$ cat src/port_function_pkg.sv
// Shared constants, types and helpers for the port function selection block
package port_function_pkg;

  // ************************************************************
  // Sizes
  // ************************************************************
  localparam int          NUM_PORTS  = 20;
  localparam int          PORT_W     = 5;
  localparam int          DATA_W     = 16;
  localparam int          ADDR_W     = 8;
  localparam int          DAC_W      = 12;
  localparam int          CODE_MSB   = 15;
  localparam int          CODE_LSB   = 12;
  localparam int          HALF_SPLIT = 16;

  // ************************************************************
  // Function codes
  // ************************************************************
  localparam logic [3:0]  FUNC_HIZ       = 4'h0;
  localparam logic [3:0]  FUNC_THRESH_IN = 4'h1;
  localparam logic [3:0]  FUNC_XLATE     = 4'h2;
  localparam logic [PORT_W-1:0] LAST_PORT = 5'h13;

  // ************************************************************
  // Register offsets
  // ************************************************************
  localparam logic [ADDR_W-1:0] OFF_MASK     = 8'h10;
  localparam logic [ADDR_W-1:0] OFF_MODE     = 8'h12;
  localparam logic [ADDR_W-1:0] OFF_LEVEL    = 8'h14;
  localparam logic [ADDR_W-1:0] OFF_EVENT    = 8'h16;
  localparam logic [ADDR_W-1:0] OFF_CFG_BASE = 8'h20;
  localparam logic [ADDR_W-1:0] OFF_DAC_BASE = 8'h40;

  // ************************************************************
  // Reset values
  // ************************************************************
  localparam logic [DATA_W-1:0]    CFG_RESET  = 16'h0000;
  localparam logic [DAC_W-1:0]     DAC_RESET  = 12'h000;
  localparam logic [NUM_PORTS-1:0] MASK_RESET = 20'hf_ffff;
  localparam logic [NUM_PORTS-1:0] MODE_RESET = 20'h0_0000;

  // ************************************************************
  // Timing
  // ************************************************************
  localparam int CLK_PERIOD_NS   = 8;
  localparam int SETTLE_NS       = 1000000;
  localparam int SETTLE_CYCLES   = SETTLE_NS / CLK_PERIOD_NS;
  localparam int HIZ_HOLD_CYCLES = 16;
  localparam int XLATE_LOCKOUT   = 6;

  // ************************************************************
  // Host command set
  // ************************************************************
  typedef enum logic [1:0] {
    OP_WRITE     = 2'b00,
    OP_READ      = 2'b01,
    OP_SET_FUNC  = 2'b10,
    OP_ARM_INPUT = 2'b11
  } op_t;

  // Half of a 20-bit port vector as a 16-bit word
  function automatic logic [DATA_W-1:0] half16(input logic [NUM_PORTS-1:0] v, input logic hi);
    return hi ? {12'h000, v[NUM_PORTS-1:HALF_SPLIT]} : v[HALF_SPLIT-1:0];
  endfunction

  // Address falls in a per-port register bank
  function automatic logic in_bank(input logic [ADDR_W-1:0] addr, input logic [ADDR_W-1:0] base);
    return (addr >= base) && (addr < base + ADDR_W'(NUM_PORTS));
  endfunction

  // Port index within a per-port register bank
  function automatic logic [PORT_W-1:0] bank_index(input logic [ADDR_W-1:0] addr,
                                                   input logic [ADDR_W-1:0] base);
    logic [ADDR_W-1:0] d;
    d = addr - base;
    return d[PORT_W-1:0];
  endfunction

endpackage

$ cat src/port_function_link.sv
// Register link between host controller and port device
`timescale 1ns/1ns
interface port_function_link (
  input wire logic mclk,
  input wire logic srst
);
  import port_function_pkg::*;

  logic              req_valid;
  logic              req_ready;
  logic              req_write;
  logic [ADDR_W-1:0] req_addr;
  logic [DATA_W-1:0] req_wdata;
  logic              rsp_valid;
  logic [DATA_W-1:0] rsp_rdata;

  modport device (
    input  mclk, srst, req_valid, req_write, req_addr, req_wdata,
    output req_ready, rsp_valid, rsp_rdata
  );

  modport host (
    input  mclk, srst, req_ready, rsp_valid, rsp_rdata,
    output req_valid, req_write, req_addr, req_wdata
  );
endinterface

$ cat src/port_function_device.sv
// Device end: per-port function codes, threshold inputs, event flags, translator pairs
`timescale 1ns/1ns

// How it works
// Code in bits 15:12 selects each port
// Host passes through high impedance first
// Code 0000 drives nothing, senses nothing
// Code 0001 compares against port DAC value
// Above threshold reads one, else zero
// Host masks events before writing threshold
// Host waits 1ms, then sets event mode
// Events detected only once mask cleared
// Comparison result readable as readback bit
// Code 0010 joins port with next port
// Lower port code enables pair; upper hi-Z
// Host never puts port 19 in translator
// Translator ports observed through input path
// Code changes only on complete write
module port_function_device (
  port_function_link.device              link,
  input  wire logic [port_function_pkg::DAC_W-1:0]     port_voltage [port_function_pkg::NUM_PORTS],
  output logic      [port_function_pkg::NUM_PORTS-1:0] pin_out,
  output logic      [port_function_pkg::NUM_PORTS-1:0] pin_oe,
  output logic      [port_function_pkg::NUM_PORTS-1:0] port_hiz
);
  import port_function_pkg::*;

  // ************************************************************
  // Register storage
  // ************************************************************
  logic [DATA_W-1:0]    port_function_config [NUM_PORTS];
  logic [DAC_W-1:0]     dac_data             [NUM_PORTS];
  logic [NUM_PORTS-1:0] input_event_mask;
  logic [NUM_PORTS-1:0] input_event_mode;
  logic [NUM_PORTS-1:0] input_level_readback;
  logic [NUM_PORTS-1:0] event_status;

  logic                 wr;
  logic                 cfg_hit;
  logic                 dac_hit;
  logic [PORT_W-1:0]    reg_idx_cfg;
  logic [PORT_W-1:0]    reg_idx_dac;
  logic [NUM_PORTS-1:0] event_clear;
  logic [DATA_W-1:0]    next_rdata;

  // ************************************************************
  // Port decode
  // ************************************************************
  logic [3:0]           port_function_code [NUM_PORTS];
  logic [NUM_PORTS-1:0] is_thresh;
  logic [NUM_PORTS-1:0] is_pair_low;
  logic [NUM_PORTS-1:0] is_pair_high;
  logic [NUM_PORTS-1:0] sense_en;
  logic [NUM_PORTS-1:0] raw_above;

  // ************************************************************
  // Input synchroniser and events
  // ************************************************************
  logic [NUM_PORTS-1:0] sync1;
  logic [NUM_PORTS-1:0] sync2;
  logic [NUM_PORTS-1:0] sync3;
  logic [NUM_PORTS-1:0] level;
  logic [NUM_PORTS-1:0] level_prev;
  logic [NUM_PORTS-1:0] event_hit;

  // ************************************************************
  // Translator pair state
  // ************************************************************
  logic [NUM_PORTS-1:0] xl_up;
  logic [NUM_PORTS-1:0] xl_dn;
  logic [2:0]           xl_lock [NUM_PORTS];

  assign link.req_ready = 1'b1;
  assign wr             = link.req_valid && link.req_write;
  assign cfg_hit        = in_bank(link.req_addr, OFF_CFG_BASE);
  assign dac_hit        = in_bank(link.req_addr, OFF_DAC_BASE);
  assign reg_idx_cfg    = bank_index(link.req_addr, OFF_CFG_BASE);
  assign reg_idx_dac    = bank_index(link.req_addr, OFF_DAC_BASE);

  // ************************************************************
  // Configuration and threshold registers
  // ************************************************************
  // whole word commit
  always_ff @(posedge link.mclk) begin
    if (link.srst) begin
      for (int i = 0; i < NUM_PORTS; i++) begin
        port_function_config[i] <= CFG_RESET;
      end
    end else if (wr && cfg_hit) begin
      port_function_config[reg_idx_cfg] <= link.req_wdata;
    end
  end

  always_ff @(posedge link.mclk) begin
    if (link.srst) begin
      for (int i = 0; i < NUM_PORTS; i++) begin
        dac_data[i] <= DAC_RESET;
      end
    end else if (wr && dac_hit) begin
      dac_data[reg_idx_dac] <= link.req_wdata[DAC_W-1:0];
    end
  end

  always_ff @(posedge link.mclk) begin
    if (link.srst) begin
      input_event_mask <= MASK_RESET;
      input_event_mode <= MODE_RESET;
    end else if (wr) begin
      if (link.req_addr == OFF_MASK) begin
        input_event_mask[HALF_SPLIT-1:0] <= link.req_wdata;
      end
      if (link.req_addr == OFF_MASK + 8'h01) begin
        input_event_mask[NUM_PORTS-1:HALF_SPLIT] <= link.req_wdata[3:0];
      end
      if (link.req_addr == OFF_MODE) begin
        input_event_mode[HALF_SPLIT-1:0] <= link.req_wdata;
      end
      if (link.req_addr == OFF_MODE + 8'h01) begin
        input_event_mode[NUM_PORTS-1:HALF_SPLIT] <= link.req_wdata[3:0];
      end
    end
  end

  // Write one clears the event flags
  always_comb begin
    event_clear = '0;
    if (wr && link.req_addr == OFF_EVENT) begin
      event_clear[HALF_SPLIT-1:0] = link.req_wdata;
    end
    if (wr && link.req_addr == OFF_EVENT + 8'h01) begin
      event_clear[NUM_PORTS-1:HALF_SPLIT] = link.req_wdata[3:0];
    end
  end

  // ************************************************************
  // Function decode and comparators
  // ************************************************************
  always_comb begin
    for (int i = 0; i < NUM_PORTS; i++) begin
      // code field
      port_function_code[i] = port_function_config[i][CODE_MSB:CODE_LSB];
      is_thresh[i]          = port_function_code[i] == FUNC_THRESH_IN;
      // pair from lower port
      is_pair_low[i]        = (port_function_code[i] == FUNC_XLATE) && (i < NUM_PORTS - 1);
      // threshold from own DAC register
      // strictly above reads one
      raw_above[i]          = port_voltage[i] > dac_data[i];
    end
    // upper port follows lower code only
    is_pair_high = {is_pair_low[NUM_PORTS-2:0], 1'b0};
    // unselected ports sense nothing
    // translator ports keep input path
    sense_en = is_thresh | is_pair_low | is_pair_high;
  end

  // Three stage synchroniser, accepted when last two agree
  always_ff @(posedge link.mclk) begin
    if (link.srst) begin
      sync1 <= '0;
      sync2 <= '0;
      sync3 <= '0;
      level <= '0;
    end else begin
      sync1 <= raw_above;
      sync2 <= sync1;
      sync3 <= sync2;
      for (int i = 0; i < NUM_PORTS; i++) begin
        if (sync2[i] == sync3[i]) begin
          level[i] <= sync2[i];
        end
      end
    end
  end

  // comparison result readback
  always_ff @(posedge link.mclk) begin
    if (link.srst) begin
      input_level_readback <= '0;
    end else begin
      input_level_readback <= level & sense_en;
    end
  end

  // events only while unmasked
  assign event_hit = (input_level_readback ^ level_prev) & input_event_mode & ~input_event_mask & sense_en;

  always_ff @(posedge link.mclk) begin
    if (link.srst) begin
      level_prev   <= '0;
      event_status <= '0;
    end else begin
      level_prev   <= input_level_readback;
      event_status <= (event_status & ~event_clear) | event_hit;
    end
  end

  // ************************************************************
  // Read path
  // ************************************************************
  always_comb begin
    next_rdata = '0;
    if (cfg_hit) begin
      next_rdata = port_function_config[reg_idx_cfg];
    end else if (dac_hit) begin
      next_rdata = {4'h0, dac_data[reg_idx_dac]};
    end else begin
      unique case (link.req_addr)
        OFF_MASK:          next_rdata = half16(input_event_mask, 1'b0);
        OFF_MASK + 8'h01:  next_rdata = half16(input_event_mask, 1'b1);
        OFF_MODE:          next_rdata = half16(input_event_mode, 1'b0);
        OFF_MODE + 8'h01:  next_rdata = half16(input_event_mode, 1'b1);
        OFF_LEVEL:         next_rdata = half16(input_level_readback, 1'b0);
        OFF_LEVEL + 8'h01: next_rdata = half16(input_level_readback, 1'b1);
        OFF_EVENT:         next_rdata = half16(event_status, 1'b0);
        OFF_EVENT + 8'h01: next_rdata = half16(event_status, 1'b1);
        default:           next_rdata = '0;
      endcase
    end
  end

  always_ff @(posedge link.mclk) begin
    if (link.srst) begin
      link.rsp_valid <= 1'b0;
      link.rsp_rdata <= '0;
    end else begin
      link.rsp_valid <= link.req_valid && !link.req_write;
      if (link.req_valid && !link.req_write) begin
        link.rsp_rdata <= next_rdata;
      end
    end
  end

  // ************************************************************
  // Translator pairs
  // ************************************************************
  // open-drain low mirrored across pair
  // Lockout stops the lagging side latching the pair low
  always_ff @(posedge link.mclk) begin
    if (link.srst) begin
      xl_up <= '0;
      xl_dn <= '0;
      for (int i = 0; i < NUM_PORTS; i++) begin
        xl_lock[i] <= '0;
      end
    end else begin
      for (int i = 0; i < NUM_PORTS - 1; i++) begin
        if (!is_pair_low[i]) begin
          xl_up[i]   <= 1'b0;
          xl_dn[i]   <= 1'b0;
          xl_lock[i] <= '0;
        end else if (xl_up[i]) begin
          if (level[i]) begin
            xl_up[i]   <= 1'b0;
            xl_lock[i] <= 3'(XLATE_LOCKOUT);
          end
        end else if (xl_dn[i]) begin
          if (level[i+1]) begin
            xl_dn[i]   <= 1'b0;
            xl_lock[i] <= 3'(XLATE_LOCKOUT);
          end
        end else if (xl_lock[i] != 3'h0) begin
          xl_lock[i] <= xl_lock[i] - 3'h1;
        end else if (!level[i]) begin
          xl_up[i] <= 1'b1;
        end else if (!level[i+1]) begin
          xl_dn[i] <= 1'b1;
        end
      end
      xl_up[NUM_PORTS-1]   <= 1'b0;
      xl_dn[NUM_PORTS-1]   <= 1'b0;
      xl_lock[NUM_PORTS-1] <= '0;
    end
  end

  // high impedance drives nothing
  always_ff @(posedge link.mclk) begin
    if (link.srst) begin
      pin_oe   <= '0;
      port_hiz <= '1;
    end else begin
      pin_oe   <= {xl_up[NUM_PORTS-2:0], 1'b0} | xl_dn;
      port_hiz <= ~sense_en;
    end
  end

  assign pin_out = '0;

endmodule

$ cat src/flat_wrapper.sv
// flat-port wrapper written by rule: the top's interface ports become plain ports
module port_function_device_flat import port_function_pkg::*;
  (port_voltage, pin_out, pin_oe, port_hiz, mclk, srst, link_req_valid, link_req_write, link_req_addr, link_req_wdata, link_req_ready, link_rsp_valid, link_rsp_rdata);
  port_function_link link_i (.mclk(mclk), .srst(srst));
  input  wire logic [port_function_pkg::DAC_W-1:0] port_voltage[port_function_pkg::NUM_PORTS];
  output logic      [port_function_pkg::NUM_PORTS-1:0] pin_out;
  output logic      [port_function_pkg::NUM_PORTS-1:0] pin_oe;
  output logic      [port_function_pkg::NUM_PORTS-1:0] port_hiz;
  input wire logic mclk;
  input wire logic srst;
  input wire logic [$bits(link_i.req_valid)-1:0] link_req_valid;
  input wire logic [$bits(link_i.req_write)-1:0] link_req_write;
  input wire logic [$bits(link_i.req_addr)-1:0] link_req_addr;
  input wire logic [$bits(link_i.req_wdata)-1:0] link_req_wdata;
  output wire logic [$bits(link_i.req_ready)-1:0] link_req_ready;
  output wire logic [$bits(link_i.rsp_valid)-1:0] link_rsp_valid;
  output wire logic [$bits(link_i.rsp_rdata)-1:0] link_rsp_rdata;
  assign link_i.req_valid = link_req_valid;
  assign link_i.req_write = link_req_write;
  assign link_i.req_addr = link_req_addr;
  assign link_i.req_wdata = link_req_wdata;
  assign link_req_ready = link_i.req_ready;
  assign link_rsp_valid = link_i.rsp_valid;
  assign link_rsp_rdata = link_i.rsp_rdata;
  port_function_device u_core (.link(link_i), .port_voltage(port_voltage), .pin_out(pin_out), .pin_oe(pin_oe), .port_hiz(port_hiz));
endmodule
$ cat config.mk
export PLATFORM = sky130hd
export DESIGN_NAME = port_function_device_flat
export DESIGN_NICKNAME = d
export VERILOG_FILES = /design/src/port_function_pkg.sv /design/src/port_function_link.sv /design/src/port_function_device.sv /design/src/flat_wrapper.sv
export SDC_FILE = /design/constraint.sdc
export NUM_CORES = 2
export LEC_CHECK = 0
export ABC_AREA = 0
export BUFFER_PORTS_ARGS = -buffer_cell sky130_fd_sc_hd__buf_4
export CORE_MARGIN = 2
export CORE_UTILIZATION = 45
export DETAILED_ROUTE_END_ITERATION = 7
export GPL_TIMING_DRIVEN = 0
export PLACE_DENSITY = 0.74
export SETUP_SLACK_MARGIN = 0.1
export SLEW_MARGIN = 20
export SYNTH_ARGS = -nofsm -noshare
export SYNTH_HDL_FRONTEND = slang
export SYNTH_SLANG_ARGS = --single-unit
$ cat constraint.sdc
create_clock -name mclk -period 2.9 [get_ports mclk]
set_input_delay 0 -clock mclk [delete_from_list [all_inputs] [get_ports mclk]]
set_output_delay 0 -clock mclk [all_outputs]
set_load 0.03 [all_outputs]
# Word-level counts from Yosys, hierarchy flattened

Memory sizes are Yosys's and may differ from the RTL's.
Index checks and enable logic that the tools add are counted.

Bitwise logic cells: 109
Add/subtract/negate cells: 21
Reductions and logical operators: 53
$lt $le $gt $ge: 24
Equal/unequal tests: 67
Muxes and demuxes: 593

Operators by type and width:

| kind                | number |
|---|---|
| $mux 1              | 507 |
| $gt 12x12->1        | 20 |
| $mux 3              | 77 |
| $pmux 16 s8         | 1 |
| $and 20x20->20      | 5 |
| $eq 4x1->1 const B  | 20 |
| $or 1x1->1          | 77 |
| $eq 4x2->1 const B  | 19 |
| $eq 8x5->1 const B  | 8 |
| $mux 16             | 4 |
| $not 20->20         | 3 |
| $or 20x20->20       | 3 |
| $reduce_bool 3->1   | 19 |
| $sub 3x1->3 const B | 19 |
| $reduce_or 2->1     | 19 |
| $eq 1x1->1          | 20 |
| $or 20x19->20       | 1 |
| $xor 20x20->20      | 1 |
| $not 1->1           | 19 |
| $reduce_or 16->1    | 1 |
| $mux 12             | 1 |
| $reduce_or 12->1    | 1 |
| $mux 5              | 2 |
| $sub 5x1->5 const B | 2 |
| other kinds (8)     | 18 |

Input port bits: 268
Memories kept: 3
Bits in writable memories: 620
Output and inout bits: 78
Register bits after elaboration: 276

Memory list:

| name                        | depth | width | read ports | clocked after Yosys merged registers in | write ports | line                       | source |
|---|---|---|---|---|---|---|---|
| u_core.port_function_config | 20    | 16    | 21         | 0                                       | 20          | port_function_device.sv:31 | `logic [DATA_W-1:0] port_function_config [NUM_PORTS];` |
| u_core.dac_data             | 20    | 12    | 21         | 0                                       | 20          | port_function_device.sv:32 | `logic [DAC_W-1:0] dac_data [NUM_PORTS];` |
| u_core.xl_lock              | 20    | 3     | 19         | 0                                       | 20          | port_function_device.sv:71 | `logic [2:0] xl_lock [NUM_PORTS];` |

# Logic depth before layout (Yosys ltp)

An unclocked memory read counts as a cell.

Word-level depth: 9
Depth in mapped cells: 11
Gate-level depth less buffers: 8

# Least setup slack after synthesis

No wires, ideal clock.

Kind: input-to-reg
Start point: input link_req_addr[0]
End point: memory u_core.port_function_config[4][0] (enable)
Stages: 6
Path slack: 413 ps
Arrival time: 2076 ps
Required time: 2489 ps
Cell sequence: buf_6 > buf_6 > or2_2 > clkbuf_1 > clkbuf_1 > o21ai_0

RTL lines:

| element         | line                       | source |
|---|---|---|
| start, declared | flat_wrapper.sv:13         | `input wire logic [$bits(link_i.req_addr)-1:0] link_req_addr;` |
| end, declared   | port_function_device.sv:31 |  |

# Worst setup path in the final report

Start point: input link_req_addr[3]
End point: register u_core.link.rsp_rdata[9]

Word-level cells in the longest chain between the ends: 4
Elaborated cells between the ends (all ways): 21

RTL lines:

| element                                     | line                        | source |
|---|---|---|
| $sub 5x1->5, or another cell as far along   | port_function_pkg.sv:75     | `d = addr - base;` |
| $mem_v2 20x12, or another cell as far along | -                           |  |
| $mux 16                                     | port_function_device.sv:204 | `end else if (dac_hit) begin` |
| $mux 16 *                                   | port_function_device.sv:202 | `if (cfg_hit) begin` |
| end signal, assigned                        | port_function_device.sv:228 | `link.rsp_rdata <= next_rdata;` |
| end, declared                               | port_function_link.sv:19    | `output req_ready, rsp_valid, rsp_rdata` |

Every way passes the cells marked *; elsewhere a longest branch is shown, timed or not.
A chain may end at the register's enable or synchronous reset.

==> summary.txt <==
Layout
  • Multi-input combinational cell area: 20,630 um2
  • Commonest non-fill, non-tap cell in the layout: sky130_fd_sc_hd__edfxtp_1
  • Final net count: 5,360
  • Seq. cell area: 27,160 um2
  • Number of cells in the finished layout apart from fillers: 6,385
  • Share of final-layout standard cells stronger than drive strength 1: 0.1754
  • Post-route cell area: 59,780 um2
  • Fill count: 8,999
  • Synthesis-to-finish area growth: 20.37%
  • Most used cells in the layout excluding fill and tap cells: 721 x sky130_fd_sc_hd__edfxtp_1, 572 x sky130_fd_sc_hd__and2_1, 369 x sky130_fd_sc_hd__buf_4

Critical path
  • Critical Path Sink Type: register
  • Number of gates on the worst path with buffers counted: 9
  • CP max-delay cell: sky130_fd_sc_hd__clkbuf_1
  • CP Launch Point: link_req_addr[3]
  • Cells on worst reg2reg path: 9
  • Nature of the critical path startpoint: input port
  • Type of the setup path with the least slack: input port to register
  • Data required, critical path: 3.45 ns
  • Critical register-to-register path startpoint: u_core.dac_data[7][9]$_SDFFCE_PN0P_
  • Top cell family by delay on the critical path: buffers and inverters
  • Arrival time worst endpoint: 3.49 ns
  • CP Cell Sequence: buf_4 > buf_2 > inv_1 > nor2_1 > clkdlybuf4s15_1 > clkbuf_1 > nand2_1 > a221oi_1 > o31ai_1
  • Number of buffers and inverters on the critical path: 5
  • Top fanout value on the critical path: 10
  • Largest stage delay on the critical path: 0.81 ns

Floorplanning
  • Number of ports placed on the die boundary: 346
  • Effective utilization at floorplan: 0.4550
  • Core Footprint: 109,200 um2
  • Total die area: 113,000 um2
  • Row cnt: 121
  • Chip Width: 336.2 um
  • Y dimension of the die: 336.2 um

STA
  • Final setup skew: 0.02678 ns
  • Pin slew with the least headroom to its limit: 1.223 ns
  • Final count of hold timing violations: 0
  • RSZ-0062 raised after global routing: yes
  • Number of pins with negative max-slew slack in the final report: 0
  • Count of endpoints failing setup in the final report: 7
  • FMAX: 0.3395 GHz
  • Max-slew headroom: 0.1814
  • Final Cycle Share: 1.016
  • Min Tclk post-route: 2.946 ns
  • Setup TNS: -0.2429 ns
  • Final hold slack: 0.02652 ns
  • Final worst slack: -0.04581 ns

Logic synthesis
  • Share of async-settable or async-resettable flops after synthesis: 0
  • Yosys cell types: 66
  • Yosys Warn Count: 0
  • Sequential cell area fraction in the yosys report: 0.5468
  • Cell Area, Synth: 49,670 um2
  • Synthesized flop and latch total: 996
  • Most frequently used flop master after synthesis: sky130_fd_sc_hd__edfxtp_1
  • Number of enable flip-flop cells after synthesis: 721
  • Cell taking the most area after synthesis: sky130_fd_sc_hd__edfxtp_1
  • Synth area leaders: sky130_fd_sc_hd__edfxtp_1 44%, sky130_fd_sc_hd__dfxtp_1 11%, sky130_fd_sc_hd__and2_1 7.2%
  • Mean cell area of the mapped netlist: 12.08 um2
  • Synth Instances: 4,113
  • Portion of synthesized cell area occupied by the leading cell type: 0.4359

Clocking
  • TritonCTS clock tree: yes
  • Clock sink total: 996
  • CTS buffer count: 106
  • Bufs on Longest Clock Path: 3
  • Clk_lat worst skew: 0.69 ns
  • Clock transition time at the flip-flop clock pins of the worst setup and hold paths: 0.06 ns
  • H-tree lvl count: 3
  • Clk Tree Root Cell: sky130_fd_sc_hd__clkbuf_16

Global routing
  • GR Util met1: 0.3735
  • Global-route wire length before repair: 246.7 mm
  • Initial antenna violation count: 11
  • Tot GR Track Use: 0.3062
  • Global routing's busiest layer: met2
  • Maximum number of pins on one net before global-route repair: 20
  • GR met3 Demand/Resource: 0.1022
  • Global-route met2 utilization: 0.4758
  • Number of global-route vias before repair: 36,232
  • GR Overflow Total: 0

Pwr
  • Power per Cell Area: 578.7 nW/um2
  • Maximum resistive drop on vdd: 0.0004412 V
  • Leak: 23.73 nW

Detailed routing
  • DR vias/cell: 5.861
  • Number of optimization iterations in the first detailed-route pass: 7
  • Overall routed net length: 175.0 mm
  • Remaining antenna violation count: 0
  • Total via count in the routed design: 37,424
  • Starting DRC count in detailed routing: 5,431
  • Routed length per instance: 27.41 um
  • Detailed-route DRC error count: 0

Place
  • Placed cells: 6,064
  • Global placement routability congestion: 1.001
  • I/O Buffers: 320
  • Cell area reported after detailed placement: 54,820 um2
  • Hpwl dp: 131.1 mm

Worst hold path
  • Hold path startpoint: port_voltage[56]
  • Worst hold path class: input port to register
  • Min-Delay Path Depth: 6

Status
  • Outcome: finished, violations left
  • Violations in the final reports: negative setup slack

Run
  • Max_cap viols: 0
flip-flops by register name, summed over array words and instances (netlist names):
register,flops
u_core.sync3,20
u_core.port_hiz,20
u_core.level,20
u_core.dac_data,324
u_core.port_function_config,340
u_core.sync2,20
u_core.pin_oe,20
u_core.event_status,20
u_core.link.rsp_rdata,16
u_core.xl_up,19
u_core.input_event_mask,20
u_core.input_event_mode,20
u_core.input_level_readback,20
u_core.link.rsp_valid,1
u_core.level_prev,20
u_core.xl_lock,57
u_core.xl_dn,19
u_core.sync1,20
kinds of logic after synthesis:
logic type	after synthesis	synth area share
XOR/XNOR	58	0.01023
buffers and inverters	591	0.05036
AND/OR/NAND/NOR	1244	0.1422
flip-flops	996	0.5468
multiplexers	283	0.09714
other	2	0.0001512
adder cells (fa/ha/maj)	278	0.07003
AO/OA/AOI/OAI	661	0.08316
final timing paths:
kind	to	slack [ns]
hold / removal	u_core.sync1[15]$_SDFF_PP0_	0.03
setup reg to reg	u_core.sync1[7]$_SDFF_PP0_	0.17
setup / recovery	u_core.link.rsp_rdata[9]$_SDFFE_PP0P_	-0.05
hold reg to reg	u_core.sync2[9]$_SDFF_PP0_	0.44
layer usage:
layer | wire length, um | vias to the layer above
met5 | 109 | -
met4 | 11540 | 16
met3 | 22640 | 534
met2 | 78370 | 2452
met1 | 62330 | 18366
li1 | - | 16056
cell usage after synthesis (35+ instances only):
library cell	number
sky130_fd_sc_hd__nand2_1	176
sky130_fd_sc_hd__nor3_1	49
sky130_fd_sc_hd__dfxtp_1	275
sky130_fd_sc_hd__ha_1	278
sky130_fd_sc_hd__edfxtp_1	721
sky130_fd_sc_hd__o22ai_1	35
sky130_fd_sc_hd__nor2_1	141
sky130_fd_sc_hd__mux2i_1	113
sky130_fd_sc_hd__mux4_2	158
sky130_fd_sc_hd__xnor2_1	41
sky130_fd_sc_hd__nand4_1	50
sky130_fd_sc_hd__o21ai_0	150
sky130_fd_sc_hd__inv_1	335
sky130_fd_sc_hd__clkbuf_1	156
sky130_fd_sc_hd__a21oi_1	207
sky130_fd_sc_hd__and2_1	572
sky130_fd_sc_hd__nor2b_1	116
sky130_fd_sc_hd__a21o_1	81
stage by stage:
| stage | util | worst slack (ns) | power, mW |
|---|---|---|---|
| after floorplan | - | 0.4129 | 18.26 |
| after global placement | 0.4982 | -1.560 | 19.88 |
| after detailed placement | 0.5022 | -0.5072 | 20.01 |
| after CTS | 0.5471 | 0.1044 | 34.42 |
| after global routing | 0.5476 | 0.01559 | 35.32 |
| final | 0.5477 | -0.04581 | 34.60 |
power breakdown:
part | internal [mW] | total [mW] | switching [mW]
combinational | 1.51 | 3.82 | 2.31
sequential | 15.9 | 16.2 | 0.366
clock | 8.71 | 14.5 | 5.84
total | 26.1 | 34.6 | 8.52
worst register-to-register path, stage by stage, from the launching register on:
cell,delay [ns]
sky130_fd_sc_hd__edfxtp_1,0.38
sky130_fd_sc_hd__inv_1,0.11
sky130_fd_sc_hd__ha_1,0.26
sky130_fd_sc_hd__a21o_1,0.17
sky130_fd_sc_hd__a21o_1,0.18
sky130_fd_sc_hd__a21oi_1,0.17
sky130_fd_sc_hd__dlygate4sd3_1,0.57
sky130_fd_sc_hd__o211ai_1,0.09
sky130_fd_sc_hd__dlygate4sd3_1,0.58
sky130_fd_sc_hd__o311a_1,0.13
repair_timing:
action / 4_1_cts / 5_1_grt
setup buffers: 0 / 1
setup endpoints to repair: 0 / 151
hold buffers: 118 / 0
gates resized for setup: 0 / 12
endpoints found under the hold margin: 163 / 0
final cells by class:
| class | instances | area share |
|---|---|---|
| Antenna cell | 5 | 0.0002093 |
| Buffer | 254 | 0.02099 |
| Clock buffer | 143 | 0.05046 |
| Clock inverter | 55 | 0.01176 |
| Inverter | 336 | 0.02110 |
| Multi-Input combinational cell | 2649 | 0.3451 |
| Sequential cell | 996 | 0.4543 |
| Tap cell | 1476 | 0.03089 |
| Timing Repair Buffer | 471 | 0.06526 |
No activity file was read; power rests on OpenSTA's default activity.
